==> src/common/cic_regs.vh <==
/*
 * register map, bit positions and reset values of the core interrupt control block.
 * assumes a wishbone slave with byte-index addressing: byte address = 4 * index.
 */
`ifndef CIC_REGS_VH
`define CIC_REGS_VH

// register indices; byte address is four times the index
`define CIC_IDX_PFLAG1      10'h011
`define CIC_IDX_PFLAG2      10'h012
`define CIC_IDX_PFLAG3      10'h013
`define CIC_IDX_PEN1        10'h091
`define CIC_IDX_PEN2        10'h092
`define CIC_IDX_PEN3        10'h093
`define CIC_IDX_PA_RISE     10'h391
`define CIC_IDX_PA_FALL     10'h392
`define CIC_IDX_PA_CHG      10'h393
`define CIC_IDX_PC_RISE     10'h397
`define CIC_IDX_PC_FALL     10'h398
`define CIC_IDX_PC_CHG      10'h399
`define CIC_IDX_INTCTL      10'h00b

// interrupt control bit positions
`define CIC_BIT_GLB_EN      7
`define CIC_BIT_PGATE       6
`define CIC_BIT_T0EN        5
`define CIC_BIT_EXTEN       4
`define CIC_BIT_CHGEN       3
`define CIC_BIT_T0FLG       2
`define CIC_BIT_EXTFLG      1
`define CIC_BIT_CHGFLG      0

// reset values
`define CIC_RST_INTCTL      8'h00
`define CIC_RST_BYTE        8'h00

`endif

==> src/rtl/cic_edge_det.v <==
/*
 * per-pin change detector: three-flop sampling of external pins, rise/fall
 * selection and sticky change flags with software clear (set wins).
 * assumes pins are asynchronous to mclk_i.
 */
`timescale 1ns/1ps
module cic_edge_det #(
    parameter W = 8
) (
    // clock and reset
    input  wire         mclk_i,
    input  wire         rst_n_i,
    // pins and selections
    input  wire [W-1:0] pin_i,
    input  wire [W-1:0] rise_en_i,
    input  wire [W-1:0] fall_en_i,
    // software write of the flag register
    input  wire         wr_i,
    input  wire [W-1:0] wdata_i,
    // flags
    output wire [W-1:0] flags_o
);
    reg [W-1:0] s1_q;
    reg [W-1:0] s2_q;
    reg [W-1:0] s3_q;
    reg [W-1:0] lvl_q;
    reg [W-1:0] flg_q;
    reg [W-1:0] flg_d;
    wire [W-1:0] agree;
    wire [W-1:0] rise;
    wire [W-1:0] fall;

    // a change counts only once second and third stage agree
    assign agree = ~(s2_q ^ s3_q);
    assign rise  = agree & s3_q & ~lvl_q;
    assign fall  = agree & ~s3_q & lvl_q;

    // software may only clear bits; a new edge in that cycle wins
    always @* begin
        flg_d = flg_q;
        if (wr_i) begin
            flg_d = flg_q & wdata_i;
        end
        flg_d = flg_d | (rise & rise_en_i) | (fall & fall_en_i);
    end

    // synchroniser, filtered level and flags
    always @(posedge mclk_i or negedge rst_n_i) begin
        if (!rst_n_i) begin
            s1_q  <= {W{1'b0}};
            s2_q  <= {W{1'b0}};
            s3_q  <= {W{1'b0}};
            lvl_q <= {W{1'b0}};
            flg_q <= {W{1'b0}};
        end else begin
            s1_q  <= pin_i;
            s2_q  <= s1_q;
            s3_q  <= s2_q;
            lvl_q <= (agree & s3_q) | (~agree & lvl_q);
            flg_q <= flg_d;
        end
    end

    assign flags_o = flg_q;
endmodule

==> src/rtl/cic_sync_pulse.v <==
/*
 * synchronises an asynchronous event pin and turns its active edge into a
 * one-cycle pulse. assumes the pin is asynchronous to mclk_i.
 */
`timescale 1ns/1ps
module cic_sync_pulse (
    // clock and reset
    input  wire mclk_i,
    input  wire rst_n_i,
    // pin and edge choice (1 = rising)
    input  wire pin_i,
    input  wire rising_i,
    // event
    output wire pulse_o
);
    reg s1_q;
    reg s2_q;
    reg s3_q;
    reg lvl_q;
    wire agree;

    assign agree = ~(s2_q ^ s3_q);
    // pulse when the filtered level moves in the chosen direction
    assign pulse_o = agree && (s3_q != lvl_q) && (s3_q == rising_i);

    always @(posedge mclk_i or negedge rst_n_i) begin
        if (!rst_n_i) begin
            s1_q  <= 1'b0;
            s2_q  <= 1'b0;
            s3_q  <= 1'b0;
            lvl_q <= 1'b0;
        end else begin
            s1_q  <= pin_i;
            s2_q  <= s1_q;
            s3_q  <= s2_q;
            if (agree) begin
                lvl_q <= s3_q;
            end
        end
    end
endmodule

==> src/rtl/cic_core_irq.v <==
/*
 * core interrupt control: interrupt control register, peripheral flag and
 * enable banks, pin-change detect registers, and the combined request.
 * assumes a classic wishbone master on mclk_i, peripherals giving one-cycle
 * set pulses, and external pins asynchronous to the clock.
 */
// Design decision made here: the Wishbone slave port.
// Functional notes
// - global enable bit 7 gates every interrupt
// - peripheral gate bit 6 gates peripheral sources
// - bit 5 enables timer0 overflow interrupt
// - bit 4 enables external pin interrupt
// - bit 3 enables pin-change summary interrupt
// - bit 2 set on timer0 overflow
// - bit 1 set on external pin event
// - bit 0 shows any recorded pin change
// - summary flag read-only, clears with per-port flags
// - flags set regardless of enables
// - interrupt control resets to zero always
`timescale 1ns/1ps
`include "cic_regs.vh"
module cic_core_irq #(
    parameter NPA = 6,
    parameter NPC = 8
) (
    // clock and reset
    input  wire          mclk_i,
    input  wire          rst_n_i,
    // wishbone slave
    input  wire          wb_cyc_i,
    input  wire          wb_stb_i,
    input  wire          wb_we_i,
    input  wire [11:0]   wb_adr_i,
    input  wire [3:0]    wb_sel_i,
    input  wire [31:0]   wb_dat_i,
    output reg  [31:0]   wb_dat_o,
    output reg           wb_ack_o,
    // event sources
    input  wire          timer0_overflow_i,
    input  wire          ext_pin_i,
    input  wire          ext_pin_rising_i,
    input  wire [NPA-1:0] port_a_pin_i,
    input  wire [NPC-1:0] port_c_pin_i,
    input  wire [23:0]   periph_set_i,
    // request to the core
    output reg           irq_o
);
    reg  [7:0] intctl_q;
    reg  [7:0] pflag_q [0:2];
    reg  [7:0] pen_q [0:2];
    reg  [NPA-1:0] pa_rise_q;
    reg  [NPA-1:0] pa_fall_q;
    reg  [NPC-1:0] pc_rise_q;
    reg  [NPC-1:0] pc_fall_q;
    reg  [7:0] intctl_d;
    reg  [7:0] rdata;
    reg        hit;
    wire [NPA-1:0] pa_flags;
    wire [NPC-1:0] pc_flags;
    wire       ext_evt;
    wire       chg_any;
    wire       req;
    wire       wr_stb;
    wire [9:0] idx;
    wire [7:0] wbyte;
    integer    i;

    // byte address is four times the register index
    assign idx    = wb_adr_i[11:2];
    assign wbyte  = wb_dat_i[7:0];
    assign wr_stb = wb_cyc_i && wb_stb_i && wb_we_i && !wb_ack_o && wb_sel_i[0];

    // true when a write lands on the given index
    function wr_hit;
        input [9:0] want;
        begin
            wr_hit = wr_stb && (idx == want);
        end
    endfunction

    // pin-change detectors for both ports
    cic_edge_det #(.W(NPA)) u_pa (
        .mclk_i    (mclk_i),
        .rst_n_i   (rst_n_i),
        .pin_i     (port_a_pin_i),
        .rise_en_i (pa_rise_q),
        .fall_en_i (pa_fall_q),
        .wr_i      (wr_hit(`CIC_IDX_PA_CHG)),
        .wdata_i   (wbyte[NPA-1:0]),
        .flags_o   (pa_flags)
    );

    cic_edge_det #(.W(NPC)) u_pc (
        .mclk_i    (mclk_i),
        .rst_n_i   (rst_n_i),
        .pin_i     (port_c_pin_i),
        .rise_en_i (pc_rise_q),
        .fall_en_i (pc_fall_q),
        .wr_i      (wr_hit(`CIC_IDX_PC_CHG)),
        .wdata_i   (wbyte[NPC-1:0]),
        .flags_o   (pc_flags)
    );

    // external interrupt pin event
    cic_sync_pulse u_ext (
        .mclk_i   (mclk_i),
        .rst_n_i  (rst_n_i),
        .pin_i    (ext_pin_i),
        .rising_i (ext_pin_rising_i),
        .pulse_o  (ext_evt)
    );

    // summary follows the per-port flags directly, so it clears only with them
    assign chg_any = (|pa_flags) | (|pc_flags);

    // interrupt control next value: software write, then hardware sets win
    always @* begin
        intctl_d = intctl_q;
        if (wr_hit(`CIC_IDX_INTCTL)) begin
            intctl_d[7:1] = wbyte[7:1];
        end
        if (timer0_overflow_i) begin
            intctl_d[`CIC_BIT_T0FLG] = 1'b1;
        end
        if (ext_evt) begin
            intctl_d[`CIC_BIT_EXTFLG] = 1'b1;
        end
        intctl_d[`CIC_BIT_CHGFLG] = chg_any;
    end

    // combined request; stale flags fire at once if enabled uncleared
    assign req = intctl_q[`CIC_BIT_GLB_EN] && (
                 (intctl_q[`CIC_BIT_T0EN]  && intctl_q[`CIC_BIT_T0FLG])  ||
                 (intctl_q[`CIC_BIT_EXTEN] && intctl_q[`CIC_BIT_EXTFLG]) ||
                 (intctl_q[`CIC_BIT_CHGEN] && intctl_q[`CIC_BIT_CHGFLG]) ||
                 (intctl_q[`CIC_BIT_PGATE] &&
                  (|(pflag_q[0] & pen_q[0]) || |(pflag_q[1] & pen_q[1]) || |(pflag_q[2] & pen_q[2]))));

    // read decode; unmapped addresses read zero but are still acknowledged
    always @* begin
        rdata = 8'h00;
        hit   = 1'b1;
        case (idx)
            `CIC_IDX_INTCTL:  rdata = intctl_q;
            `CIC_IDX_PFLAG1:  rdata = pflag_q[0];
            `CIC_IDX_PFLAG2:  rdata = pflag_q[1];
            `CIC_IDX_PFLAG3:  rdata = pflag_q[2];
            `CIC_IDX_PEN1:    rdata = pen_q[0];
            `CIC_IDX_PEN2:    rdata = pen_q[1];
            `CIC_IDX_PEN3:    rdata = pen_q[2];
            `CIC_IDX_PA_RISE: rdata[NPA-1:0] = pa_rise_q;
            `CIC_IDX_PA_FALL: rdata[NPA-1:0] = pa_fall_q;
            `CIC_IDX_PA_CHG:  rdata[NPA-1:0] = pa_flags;
            `CIC_IDX_PC_RISE: rdata[NPC-1:0] = pc_rise_q;
            `CIC_IDX_PC_FALL: rdata[NPC-1:0] = pc_fall_q;
            `CIC_IDX_PC_CHG:  rdata[NPC-1:0] = pc_flags;
            default:          hit = 1'b0;
        endcase
    end

    // registers, bus answer and request flop
    always @(posedge mclk_i or negedge rst_n_i) begin
        if (!rst_n_i) begin
            intctl_q  <= `CIC_RST_INTCTL;
            pa_rise_q <= {NPA{1'b0}};
            pa_fall_q <= {NPA{1'b0}};
            pc_rise_q <= {NPC{1'b0}};
            pc_fall_q <= {NPC{1'b0}};
            for (i = 0; i < 3; i = i + 1) begin
                pflag_q[i] <= `CIC_RST_BYTE;
                pen_q[i]   <= `CIC_RST_BYTE;
            end
            wb_ack_o <= 1'b0;
            wb_dat_o <= 32'h0000_0000;
            irq_o    <= 1'b0;
        end else begin
            intctl_q <= intctl_d;
            irq_o    <= req;
            // one-cycle ack, dropped the cycle after it was given
            wb_ack_o <= wb_cyc_i && wb_stb_i && !wb_ack_o;
            wb_dat_o <= {24'h00_0000, (hit ? rdata : 8'h00)};
            if (wr_hit(`CIC_IDX_PA_RISE)) begin
                pa_rise_q <= wbyte[NPA-1:0];
            end
            if (wr_hit(`CIC_IDX_PA_FALL)) begin
                pa_fall_q <= wbyte[NPA-1:0];
            end
            if (wr_hit(`CIC_IDX_PC_RISE)) begin
                pc_rise_q <= wbyte[NPC-1:0];
            end
            if (wr_hit(`CIC_IDX_PC_FALL)) begin
                pc_fall_q <= wbyte[NPC-1:0];
            end
            for (i = 0; i < 3; i = i + 1) begin
                if (wr_hit(`CIC_IDX_PEN1 + i[9:0])) begin
                    pen_q[i] <= wbyte;
                end
                // peripheral flags: write, then a set in the same cycle wins
                pflag_q[i] <= (wr_hit(`CIC_IDX_PFLAG1 + i[9:0]) ? wbyte : pflag_q[i])
                              | periph_set_i[i*8 +: 8];
            end
        end
    end
endmodule

==> config.mk <==
export PLATFORM = sky130hd
export DESIGN_NAME = cic_core_irq
export DESIGN_NICKNAME = d
export VERILOG_FILES = /design/src/rtl/cic_edge_det.v /design/src/rtl/cic_sync_pulse.v /design/src/rtl/cic_core_irq.v
export VERILOG_INCLUDE_DIRS = /design/src /design/src/common
export SDC_FILE = /design/constraint.sdc
export NUM_CORES = 1
export LEC_CHECK = 0
export ABC_AREA = 1
export BUFFER_PORTS_ARGS = -buffer_cell sky130_fd_sc_hd__buf_4
export CORE_UTILIZATION = 51
export CTS_CLUSTER_DIAMETER = 30
export DETAILED_ROUTE_END_ITERATION = 7
export GPL_ROUTABILITY_DRIVEN = 1
export PLACE_DENSITY_LB_ADDON = 0.1
export SYNTH_ARGS = -nofsm -noshare
export SYNTH_HDL_FRONTEND = slang
export SYNTH_HIERARCHICAL = 1
export SYNTH_SLANG_ARGS = --single-unit
==> constraint.sdc <==
create_clock -name mclk_i -period 1.4 [get_ports mclk_i]
set_input_delay 0.14 -clock mclk_i [delete_from_list [all_inputs] [get_ports mclk_i]]
set_output_delay 0.14 -clock mclk_i [all_outputs]
set_load 0.1 [all_outputs]
==> results.yml, run 1 <==
placed_design:
  place_ws_ns: -0.0913
  place_congestion: 0.924
  port_buffers: 74
  dp_hpwl_um: 15700
setup_path:
  reg2reg_slack_ns: -0.09
  cp-end-kind: "flip-flop"
  ff2ff_path_depth: 8
  required_ns: 1.71
  cp-start-kind: "flip-flop"
  r2r_start: "wb_ack_o"
  path_class: "reg2reg"
  path_max_fanout: 4
  timing.rr.end: "u_pc/flags_o[5]"
  crit_arrival_ns: 1.80
drt:
  route.detailed.drc: 0
  wl_per_cell_um: 16.3
  vias: 6800
  wirelength_um: 21700
  ant_nets: 0
  drtIter0Drc: 508
  vias_per_cell: 5.10
  dr.pass1.iters: 5
global_route:
  grt_use_total_pct: 28.3
  busiest_layer: "met2"
  overflow: 0
  grt_max_degree: 43
  antenna_found_initial: 0
  grt_pass1_wl_um: 34100
  met3_usage_pct: 5.30
  grt_pass1_vias: 6545
  met1_usage_pct: 37.1
  met2_usage_pct: 47.4
synthesis:
  synth_adder_area_share_pct: 4.34
  syn_inst: 922
  synth_top_family_by_area: "simple AND/OR/NAND/NOR gates"
  synth_commonest_cells: "nand2_1, dfrtp_1, inv_1"
  synth-simple-area-share_pct: 25.5
  async_flop_share_pct: 100
  synth_ff_type: "dfrtp_1"
  synth-seq-area-share_pct: 52.1
  yosysWarnings: 6
  yosys_register_bits: 168
  synth.distinct_cells: 29
  synth.area.mux_share_pct: 0
  yosysMostFrequentCell: "nand2_1"
  syn_area_sq_mm: 0.00807
  synthTopCellsByArea: "dfrtp_1, nand2_1, inv_1"
  syn_avg_cell_area_sq_um: 8.75
  yosysTopAreaCellShare_pct: 52.1
  synth_area_leader_cell: "dfrtp_1"
  synth-edff-count: 0
  synth_compound_area_share_pct: 8.67
  synth_xor_xnor_area_share_pct: 0
final_layout:
  fill_cells: 1305
  seq_area_sq_mm: 0.00421
  fin_nets: 1231
  drive_above_1_share_pct: 23.1
  n_antenna_cell: 0
  multi_input_area_sq_mm: 0.00334
  synthToLayoutAreaGrowth_pct: 29.9
clock_network:
  numCtsBuffers: 17
  root_buffer: "clkbuf_16"
  clk_path_buf_depth: 2
  clkLatencyLatePin_ns: 0.43
  cts_tree: "built"
  numClockSinks: 168
  h-tree-depth: 4
  clk_pin_slew_ns: 0.07
floorplanning:
  fp-row-count: 45
  die_area_sq_mm: 0.0163
  start_util_pct: 52.7
  die-width_um: 128
  num_io_pins: 128
  core_area_sq_mm: 0.0153
  die_h_um: 128
worst_hold_path:
  min_from: "wb_dat_i[5]"
  whs_endpoint: "u_pa/flags_o[5]"
  whs_path_depth: 5
  hold_class: "in2reg"
run:
  max-cap-violations: 0
pwr:
  p_per_area_mw_per_mm2: 1030
  ir_drop_uv: 1080
  switching_share_pct: 26.4
  leakage_nw: 5.32
  combinationalPowerShare_pct: 10.6
  power.internal_mw: 7.96
  power_frac_clock_pct: 42.4
  switching_power_mw: 2.86
  seqPwrFrac_pct: 47.0
sta:
  worst_slew_pin_slew_ns: 0.546
  fmax_mhz: 671
  setup_ws_ns: -0.0909
  clock_skew_ns: 0.00814
  setup-violations-final: 61
  hold_viol_final: 0
  slew_viol_final: 0
  rsz0062_at_grt: "yes"
  slew_headroom_pct: 63.5
  period_minus_slack_ns: 1.49
  hold-worst-slack_ns: 0.0130
  min_period_over_period_pct: 106
run_status:
  status: "complete, but fails checks"
  violations: "negative setup slack"
[worst max-delay path by stage]
| stage | start | end | slack (ns) | depth (start not counted) |
|---|---|---|---|---|
| 2_1_floorplan | wb_ack_o | pc_rise_q[5] | -0.13 | 7 |
| 3_3_place_gp | wb_ack_o | u_pa/flags_o[2] | -0.08 | 7 |
| 3_5_place_dp | wb_ack_o | pen_q[7] | -0.09 | 6 |
| 4_1_cts | wb_ack_o | pen_q[7] | -0.09 | 6 |
| 5_1_grt | wb_ack_o | pc_rise_q[3] | -0.15 | 6 |
| 6_report | wb_ack_o | u_pc/flags_o[5] | -0.09 | 8 |
[cell families (layout without fill, tap and decap cells)]
group	after synthesis	count (layout)
and+or+nand+nor	437	438
DFF	168	168
buffers and inverters	161	337
AOI/OAI and AO/OA	127	127
adders and majority gates	28	28
other	1	24
[state kept, by name, indices dropped and copies added (netlist names), 8 cells and up, named ones only]
signal,flops
intctl_q,8
pc_fall_q,8
pc_rise_q,8
pen_q,24
pflag_q,24
u_pc/flags_o,8
u_pc/s1_q,8
u_pc/s2_q,8
u_pc/s3_q,8
wb_dat_o,8
[per-layer routing]
layer  routed length (um)  vias to the layer above
met5                    0                        -
met3                  995                       38
met1                 9700                     3249
li1                     -                     3302
met2                10500                      211
met4                  497                        0
[layout make-up]
cell class	count	area share (%)
repair buffers	188	15.6
inverters	117	4.33
clock buffers	21	4.39
flip-flops and latches	168	40.1
well taps	211	2.52
clock inverters	11	1.09
multi-input cells	617	31.9
[power groups by stage]
stage          Clock (mW)  Combinational [mW]  Sequential [mW]
2_1_floorplan           0               0.608             5.17
3_3_place_gp            0                1.02             5.16
3_5_place_dp            0                1.03             5.17
4_1_cts              4.66                1.14             5.08
5_1_grt              4.85                1.25             5.10
6_report             4.58                1.15             5.08
[worst max-delay path, stage by stage (launching register included)]
cell	delay [ns]
dfrtp_4	0.49
nor2_4	0.12
nand3_4	0.16
buf_4	0.19
nor2_4	0.09
buf_4	0.15
nand2_1	0.06
nand2_1	0.06
nand3_1	0.06
[metrics by stage]
stage / TNS [ns] / instance area [sq um] / util (%) / total power, mW / std cells
finish: -2.23 / 10500 / 68.4 / 10.8 / 1333
CTS: -1.92 / 10400 / 67.6 / 10.9 / 1329
detailed placement: -1.77 / 9320 / 60.9 / 6.20 / 1252
floorplan: -5.52 / 8250 / - / 5.78 / 945
global placement: -1.25 / 9320 / 60.9 / 6.19 / 1252
global route: -9.21 / 10500 / 68.4 / 11.2 / 1333
[what timing repair did]
action | in CTS | in global routing
endpoints found under the hold margin | 211 | 0
gates cloned | 0 | 1
hold buffers | 44 | 0
setup endpoints to repair | 62 | 97
pin swaps | 2 | 4
setup buffers | 1 | 3
resized for setup | 3 | 26
[cells in the final DEF (no fill, tap or decap), drive strengths merged]
master	n
nand2	251
dfrtp	168
buf	144
inv	120
o21ai	96
nor2	74
nand3	63
dlygate4sd3	44
nand4	44
a21oi	30
ha	28
conb	24
clkbuf	21
clkinvlp	4
nor4	3
nor3	3
clkinv	3
a22o	1
bufinv	1
(Power assumes the default switching activity.)
==> run 2: changes to the inputs <==
--- a/config.mk
+++ b/config.mk
@@ -15,5 +15,4 @@
 export PLACE_DENSITY_LB_ADDON = 0.1
 export SYNTH_ARGS = -nofsm -noshare
 export SYNTH_HDL_FRONTEND = slang
-export SYNTH_HIERARCHICAL = 1
 export SYNTH_SLANG_ARGS = --single-unit
==> results.yml, run 2 <==
clock_network:
  clkLatencyLatePin_ns: 0.43
  numCtsBuffers: 17
  cts_tree: "built"
  numClockSinks: 168
  clk_path_buf_depth: 2
  clk_pin_slew_ns: 0.07
  h-tree-depth: 4
  root_buffer: "clkbuf_16"
synthesis:
  syn_inst: 918
  synth_ff_type: "dfrtp_1"
  syn_avg_cell_area_sq_um: 9.14
  synth-seq-area-share_pct: 50.1
  synth.distinct_cells: 36
  async_flop_share_pct: 100
  synth-edff-count: 0
  yosys_register_bits: 168
  synth_area_leader_cell: "dfrtp_1"
  yosysMostFrequentCell: "nand2_1"
  synth_commonest_cells: "nand2_1, dfrtp_1, inv_1"
  yosysTopAreaCellShare_pct: 50.1
  yosysWarnings: 0
  synthTopCellsByArea: "dfrtp_1, nand2_1, inv_1"
  syn_area_sq_mm: 0.00839
global_route:
  grt_use_total_pct: 26.0
  busiest_layer: "met2"
  met3_usage_pct: 4.96
  grt_pass1_vias: 6324
  met1_usage_pct: 36.1
  grt_pass1_wl_um: 32700
  overflow: 0
  met2_usage_pct: 41.6
  grt_max_degree: 44
  antenna_found_initial: 0
sta:
  slew_viol_final: 0
  finalSetupTns_ns: -0.0858
  period_minus_slack_ns: 1.43
  fmax_mhz: 699
  setup_ws_ns: -0.0299
  clock_skew_ns: 0.00916
  min_period_over_period_pct: 102
  worst_slew_pin_slew_ns: 0.518
  hold_viol_final: 0
  setup-violations-final: 8
  rsz0062_at_grt: "yes"
  slew_headroom_pct: 65.4
placed_design:
  place_congestion: 0.896
  dp_hpwl_um: 14700
  post_dp_cell_area_sq_mm: 0.00936
  dpl.cell_count: 1230
  port_buffers: 74
final_layout:
  mostFrequentLayoutCells: "nand2_1, dfrtp_1, inv_1"
  multi_input_area_sq_mm: 0.00355
  synthToLayoutAreaGrowth_pct: 25.7
  reg_top3: "pen_q: 24 flops, pflag_q: 24 flops"
  final_cell_area_sq_mm: 0.0105
  stdcell_count: 1309
  seq_area_sq_mm: 0.00421
  n_antenna_cell: 0
  fin_util_pct: 65.9
  fin_nets: 1206
  fill_cells: 1311
  drive_above_1_share_pct: 21.8
  layout_commonest_cell: "nand2_1"
drt:
  wirelength_um: 20300
  drtIter0Drc: 430
  wl_per_cell_um: 15.5
  vias: 6587
  route.detailed.drc: 0
  dr.pass1.iters: 5
  vias_per_cell: 5.03
  ant_nets: 0
pwr:
  total_power_mw: 11.3
  ir_drop_uv: 916
  leakage_nw: 5.58
  p_per_area_mw_per_mm2: 1070
floorplanning:
  fp-row-count: 46
  core_area_sq_mm: 0.0160
  start_util_pct: 52.4
  die_h_um: 130
  die_area_sq_mm: 0.0170
  num_io_pins: 128
  die-width_um: 130
run:
  max-cap-violations: 0
run_status:
  violations: "negative setup slack"
  status: "complete, but fails checks"
worst_hold_path:
  hold_class: "in2reg"
setup_path:
  path_max_fanout: 10
  required_ns: 1.71
  crit_arrival_ns: 1.74
  cp-start-kind: "flip-flop"
  cp-end-kind: "flip-flop"
  path_class: "reg2reg"
run 2: worst paths after layout:
check / start / to / slack (ns) / cells after the start
max: wb_ack_o / u_pc.flags_o[1] / -0.03 / 6
min in group asynchronous: rst_n_i / u_pc.s1_q[6] / 0.18 / 2
max in group asynchronous: rst_n_i / pen_q[8] / 0.65 / 3
max reg2reg: wb_ack_o / u_pc.flags_o[1] / -0.03 / 6
min: wb_dat_i[2] / pc_rise_q[2] / 0.02 / 3
min reg2reg: u_pc.s1_q[7] / u_pc.s2_q[7] / 0.34 / 0
run 2: power breakdown:
part	switching (mW)	internal (mW)
Clock	1.84	3.18
Sequential	0.0825	4.99
Combinational	0.789	0.393
Total	2.71	8.56
run 2: cell families after synthesis:
group / after synthesis / synth area share (%)
adders and majority gates: 28 / 4.17
AOI/OAI and AO/OA: 147 / 11.7
buffers and inverters: 158 / 9.08
other: 1 / 0.0447
and+or+nand+nor: 416 / 24.9
DFF: 168 / 50.1
run 2: worst max-delay path, stage by stage (launching register included):
cell	delay (ns)
dfrtp_4	0.49
nor2_4	0.11
nand3_4	0.14
inv_12	0.16
nand3_4	0.15
o21ai_1	0.17
nand3_1	0.08
run 2: cell type report:
cell class,count,area share [%]
sequential,168,39.9
multi-input combinational,615,33.6
timing repair buffer,161,13.5
inverter,121,4.51
clock buffer,20,4.24
tap,216,2.56
clock inverter,8,1.64
run 2: per-layer routing:
| metal | part of all wire (%) | routed length [um] | vias up |
|---|---|---|---|
| li1 | - | - | 3240 |
| met1 | 46 | 9360 | 3125 |
| met2 | 47 | 9630 | 194 |
| met3 | 5.2 | 1060 | 28 |
| met4 | 1.4 | 288 | 0 |
| met5 | 0 | 0 | - |
run 2: what timing repair did:
action / in CTS / in global routing
pin swaps: 1 / 0
hold endpoints to repair: 224 / 0
gates cloned: 0 / 0
endpoints found under the setup margin: 27 / 90
resized for setup: 6 / 7
hold buffers: 49 / 0
setup buffers: 1 / 1
run 2: through the flow:
step	setup WS (ns)	hold slack [ns]
finish	-0.0299	0.0203
global route	-0.127	0.0269
CTS	-0.0373	0.0115
detailed placement	-0.0512	0.0683
global placement	-0.0432	0.0735
floorplan	-0.208	-0.156
==> run 3: changes to the inputs <==
--- a/config.mk
+++ b/config.mk
@@ -8,11 +8,12 @@
 export LEC_CHECK = 0
 export ABC_AREA = 1
 export BUFFER_PORTS_ARGS = -buffer_cell sky130_fd_sc_hd__buf_4
+export CORE_MARGIN = 8
 export CORE_UTILIZATION = 51
-export CTS_CLUSTER_DIAMETER = 30
 export DETAILED_ROUTE_END_ITERATION = 7
 export GPL_ROUTABILITY_DRIVEN = 1
 export PLACE_DENSITY_LB_ADDON = 0.1
+export SETUP_SLACK_MARGIN = 0.4
 export SYNTH_ARGS = -nofsm -noshare
 export SYNTH_HDL_FRONTEND = slang
 export SYNTH_SLANG_ARGS = --single-unit
==> results.yml, run 3 (same netlist as run 2, synthesis figures left out) <==
floorplanning:
  die-width_um: 144
  num_io_pins: 128
  start_util_pct: 51.3
  core_area_sq_mm: 0.0163
  fp-row-count: 47
  die_area_sq_mm: 0.0208
  die_h_um: 144
run_status:
  status: "complete, but fails checks"
  violations: "negative setup slack"
clock_network:
  numClockSinks: 168
  numCtsBuffers: 17
  cts_tree: "built"
  clk_pin_slew_ns: 0.07
  clkLatencyLatePin_ns: 0.43
  clk_path_buf_depth: 2
  h-tree-depth: 4
  root_buffer: "clkbuf_16"
drt:
  vias_per_cell: 5.10
  dr.pass1.iters: 5
  wl_per_cell_um: 17.1
  vias: 6947
  wirelength_um: 23200
  drtIter0Drc: 574
  ant_nets: 0
  route.detailed.drc: 0
sta:
  min_period_over_period_pct: 105
  hold_viol_final: 0
  slew_viol_final: 0
  fmax_mhz: 677
  clock_skew_ns: 0.00842
  setup-violations-final: 13
  rsz0062_at_grt: "yes"
  period_minus_slack_ns: 1.48
  setup_ws_ns: -0.0762
setup_path:
  worstPathCellList: "nor2_4 -> nand3_4 -> clkinv_8 -> nand3_4 -> o21ai_1 -> o21ai_1"
  crit_arrival_ns: 1.79
  worst_path_largest_cell_delay_ns: 0.48
  path_class: "reg2reg"
  slowest_stage: "dfrtp_4"
  crit_family: "flip-flops"
  path_max_fanout: 10
  critPathBufInv: 1
  cp-end-kind: "flip-flop"
  cp-start-kind: "flip-flop"
  required_ns: 1.72
final_layout:
  fin_util_pct: 70.0
  reg_top3: "pen_q: 24 flops, pflag_q: 24 flops"
  fin_nets: 1250
  layout_commonest_cell: "nand2_1"
  n_antenna_cell: 0
  mostFrequentLayoutCells: "nand2_1, dfrtp_1, buf_4"
  fill_cells: 1302
  drive_above_1_share_pct: 32.5
  synthToLayoutAreaGrowth_pct: 36.4
pwr:
  ir_drop_uv: 869
  leakage_nw: 5.81
  p_per_area_mw_per_mm2: 989
worst_hold_path:
  hold_class: "in2reg"
global_route:
  grt_pass1_wl_um: 35400
  overflow: 0
  grt_use_total_pct: 22.6
  grt_max_degree: 44
  grt_pass1_vias: 6719
  antenna_found_initial: 0
placed_design:
  place_ws_ns: -0.0409
  dp_hpwl_um: 15800
  place_congestion: 0.883
  port_buffers: 74
run:
  max-cap-violations: 0
## run 3: cell count changes in the layout (fill, tap and decap cells not counted), sizes merged
cell         previous run  this run
nand3                  39        40
dlygate4sd3            49        50
clkinvlp                0         5
bufinv                  5         3
nor2                   92        93
inv                   121       123
buf                   112       152
## run 3: layout make-up
cell class                 count  area [sq um]  area share [%]
multi-input combinational    617          3880            33.9
tap                          220           275            2.40
clock inverter                13           166            1.45
clock buffer                  19           453            3.96
inverter                     121           508            4.44
timing repair buffer         203          1950            17.0
sequential                   168          4220            36.9
## run 3: routing by layer
layer / GRT usage [%] / part of all wire, % / vias up
met4: 7.39 / 1.9 / 0
met5: 0 / 0 / -
li1: - / - / 3327
met1: 29.7 / 43 / 3359
met3: 3.96 / 6.2 / 31
met2: 37.2 / 49 / 230
## run 3: report_power, final
group	internal [mW]	switching [mW]
clock	2.92	2.01
combinational	0.466	0.851
sequential	4.99	0.0881
total	8.37	2.95
## run 3: final timing paths
check | endpoint | from | slack, ns | cells past startpoint
max in group asynchronous | wb_ack_o | rst_n_i | 0.67 | 3
worst min register to register | u_pc.s2_q[0] | u_pc.s1_q[0] | 0.35 | 0
min in group asynchronous | u_pc.s2_q[4] | rst_n_i | 0.17 | 2
worst max-delay path | u_pc.flags_o[4] | wb_ack_o | -0.08 | 6
worst max register to register | u_pc.flags_o[4] | wb_ack_o | -0.08 | 6
worst min-delay path | intctl_q[2] | wb_dat_i[2] | 0.02 | 3
## run 3: through the flow
stage	TNS [ns]	instances	cell area (sq um)	hold WS [ns]	power, mW
4_1_cts	-0.123	1334	10900	-0.0503	11.3
5_1_grt	-3.36	1361	11400	0.0152	11.7
3_3_place_gp	-0.199	1232	9410	0.0662	6.23
3_5_place_dp	-0.414	1232	9410	0.0630	6.26
6_report	-0.216	1361	11400	0.0248	11.3
2_1_floorplan	-11.60	941	8590	-0.156	5.84
## run 3: timing repair
action | CTS | global route
hold buffers | 48 | 2
gates resized for setup | 60 | 86
endpoints found under the hold margin | 231 | 3
gates cloned | 1 | 2
buffers inserted | 21 | 23
setup endpoints to repair | 119 | 130
pin swaps | 34 | 33
## run 3: tightest hold or removal path: stages
cell     delay (ns)
buf_4          0.16
a21oi_2        0.07
o21ai_1        0.05
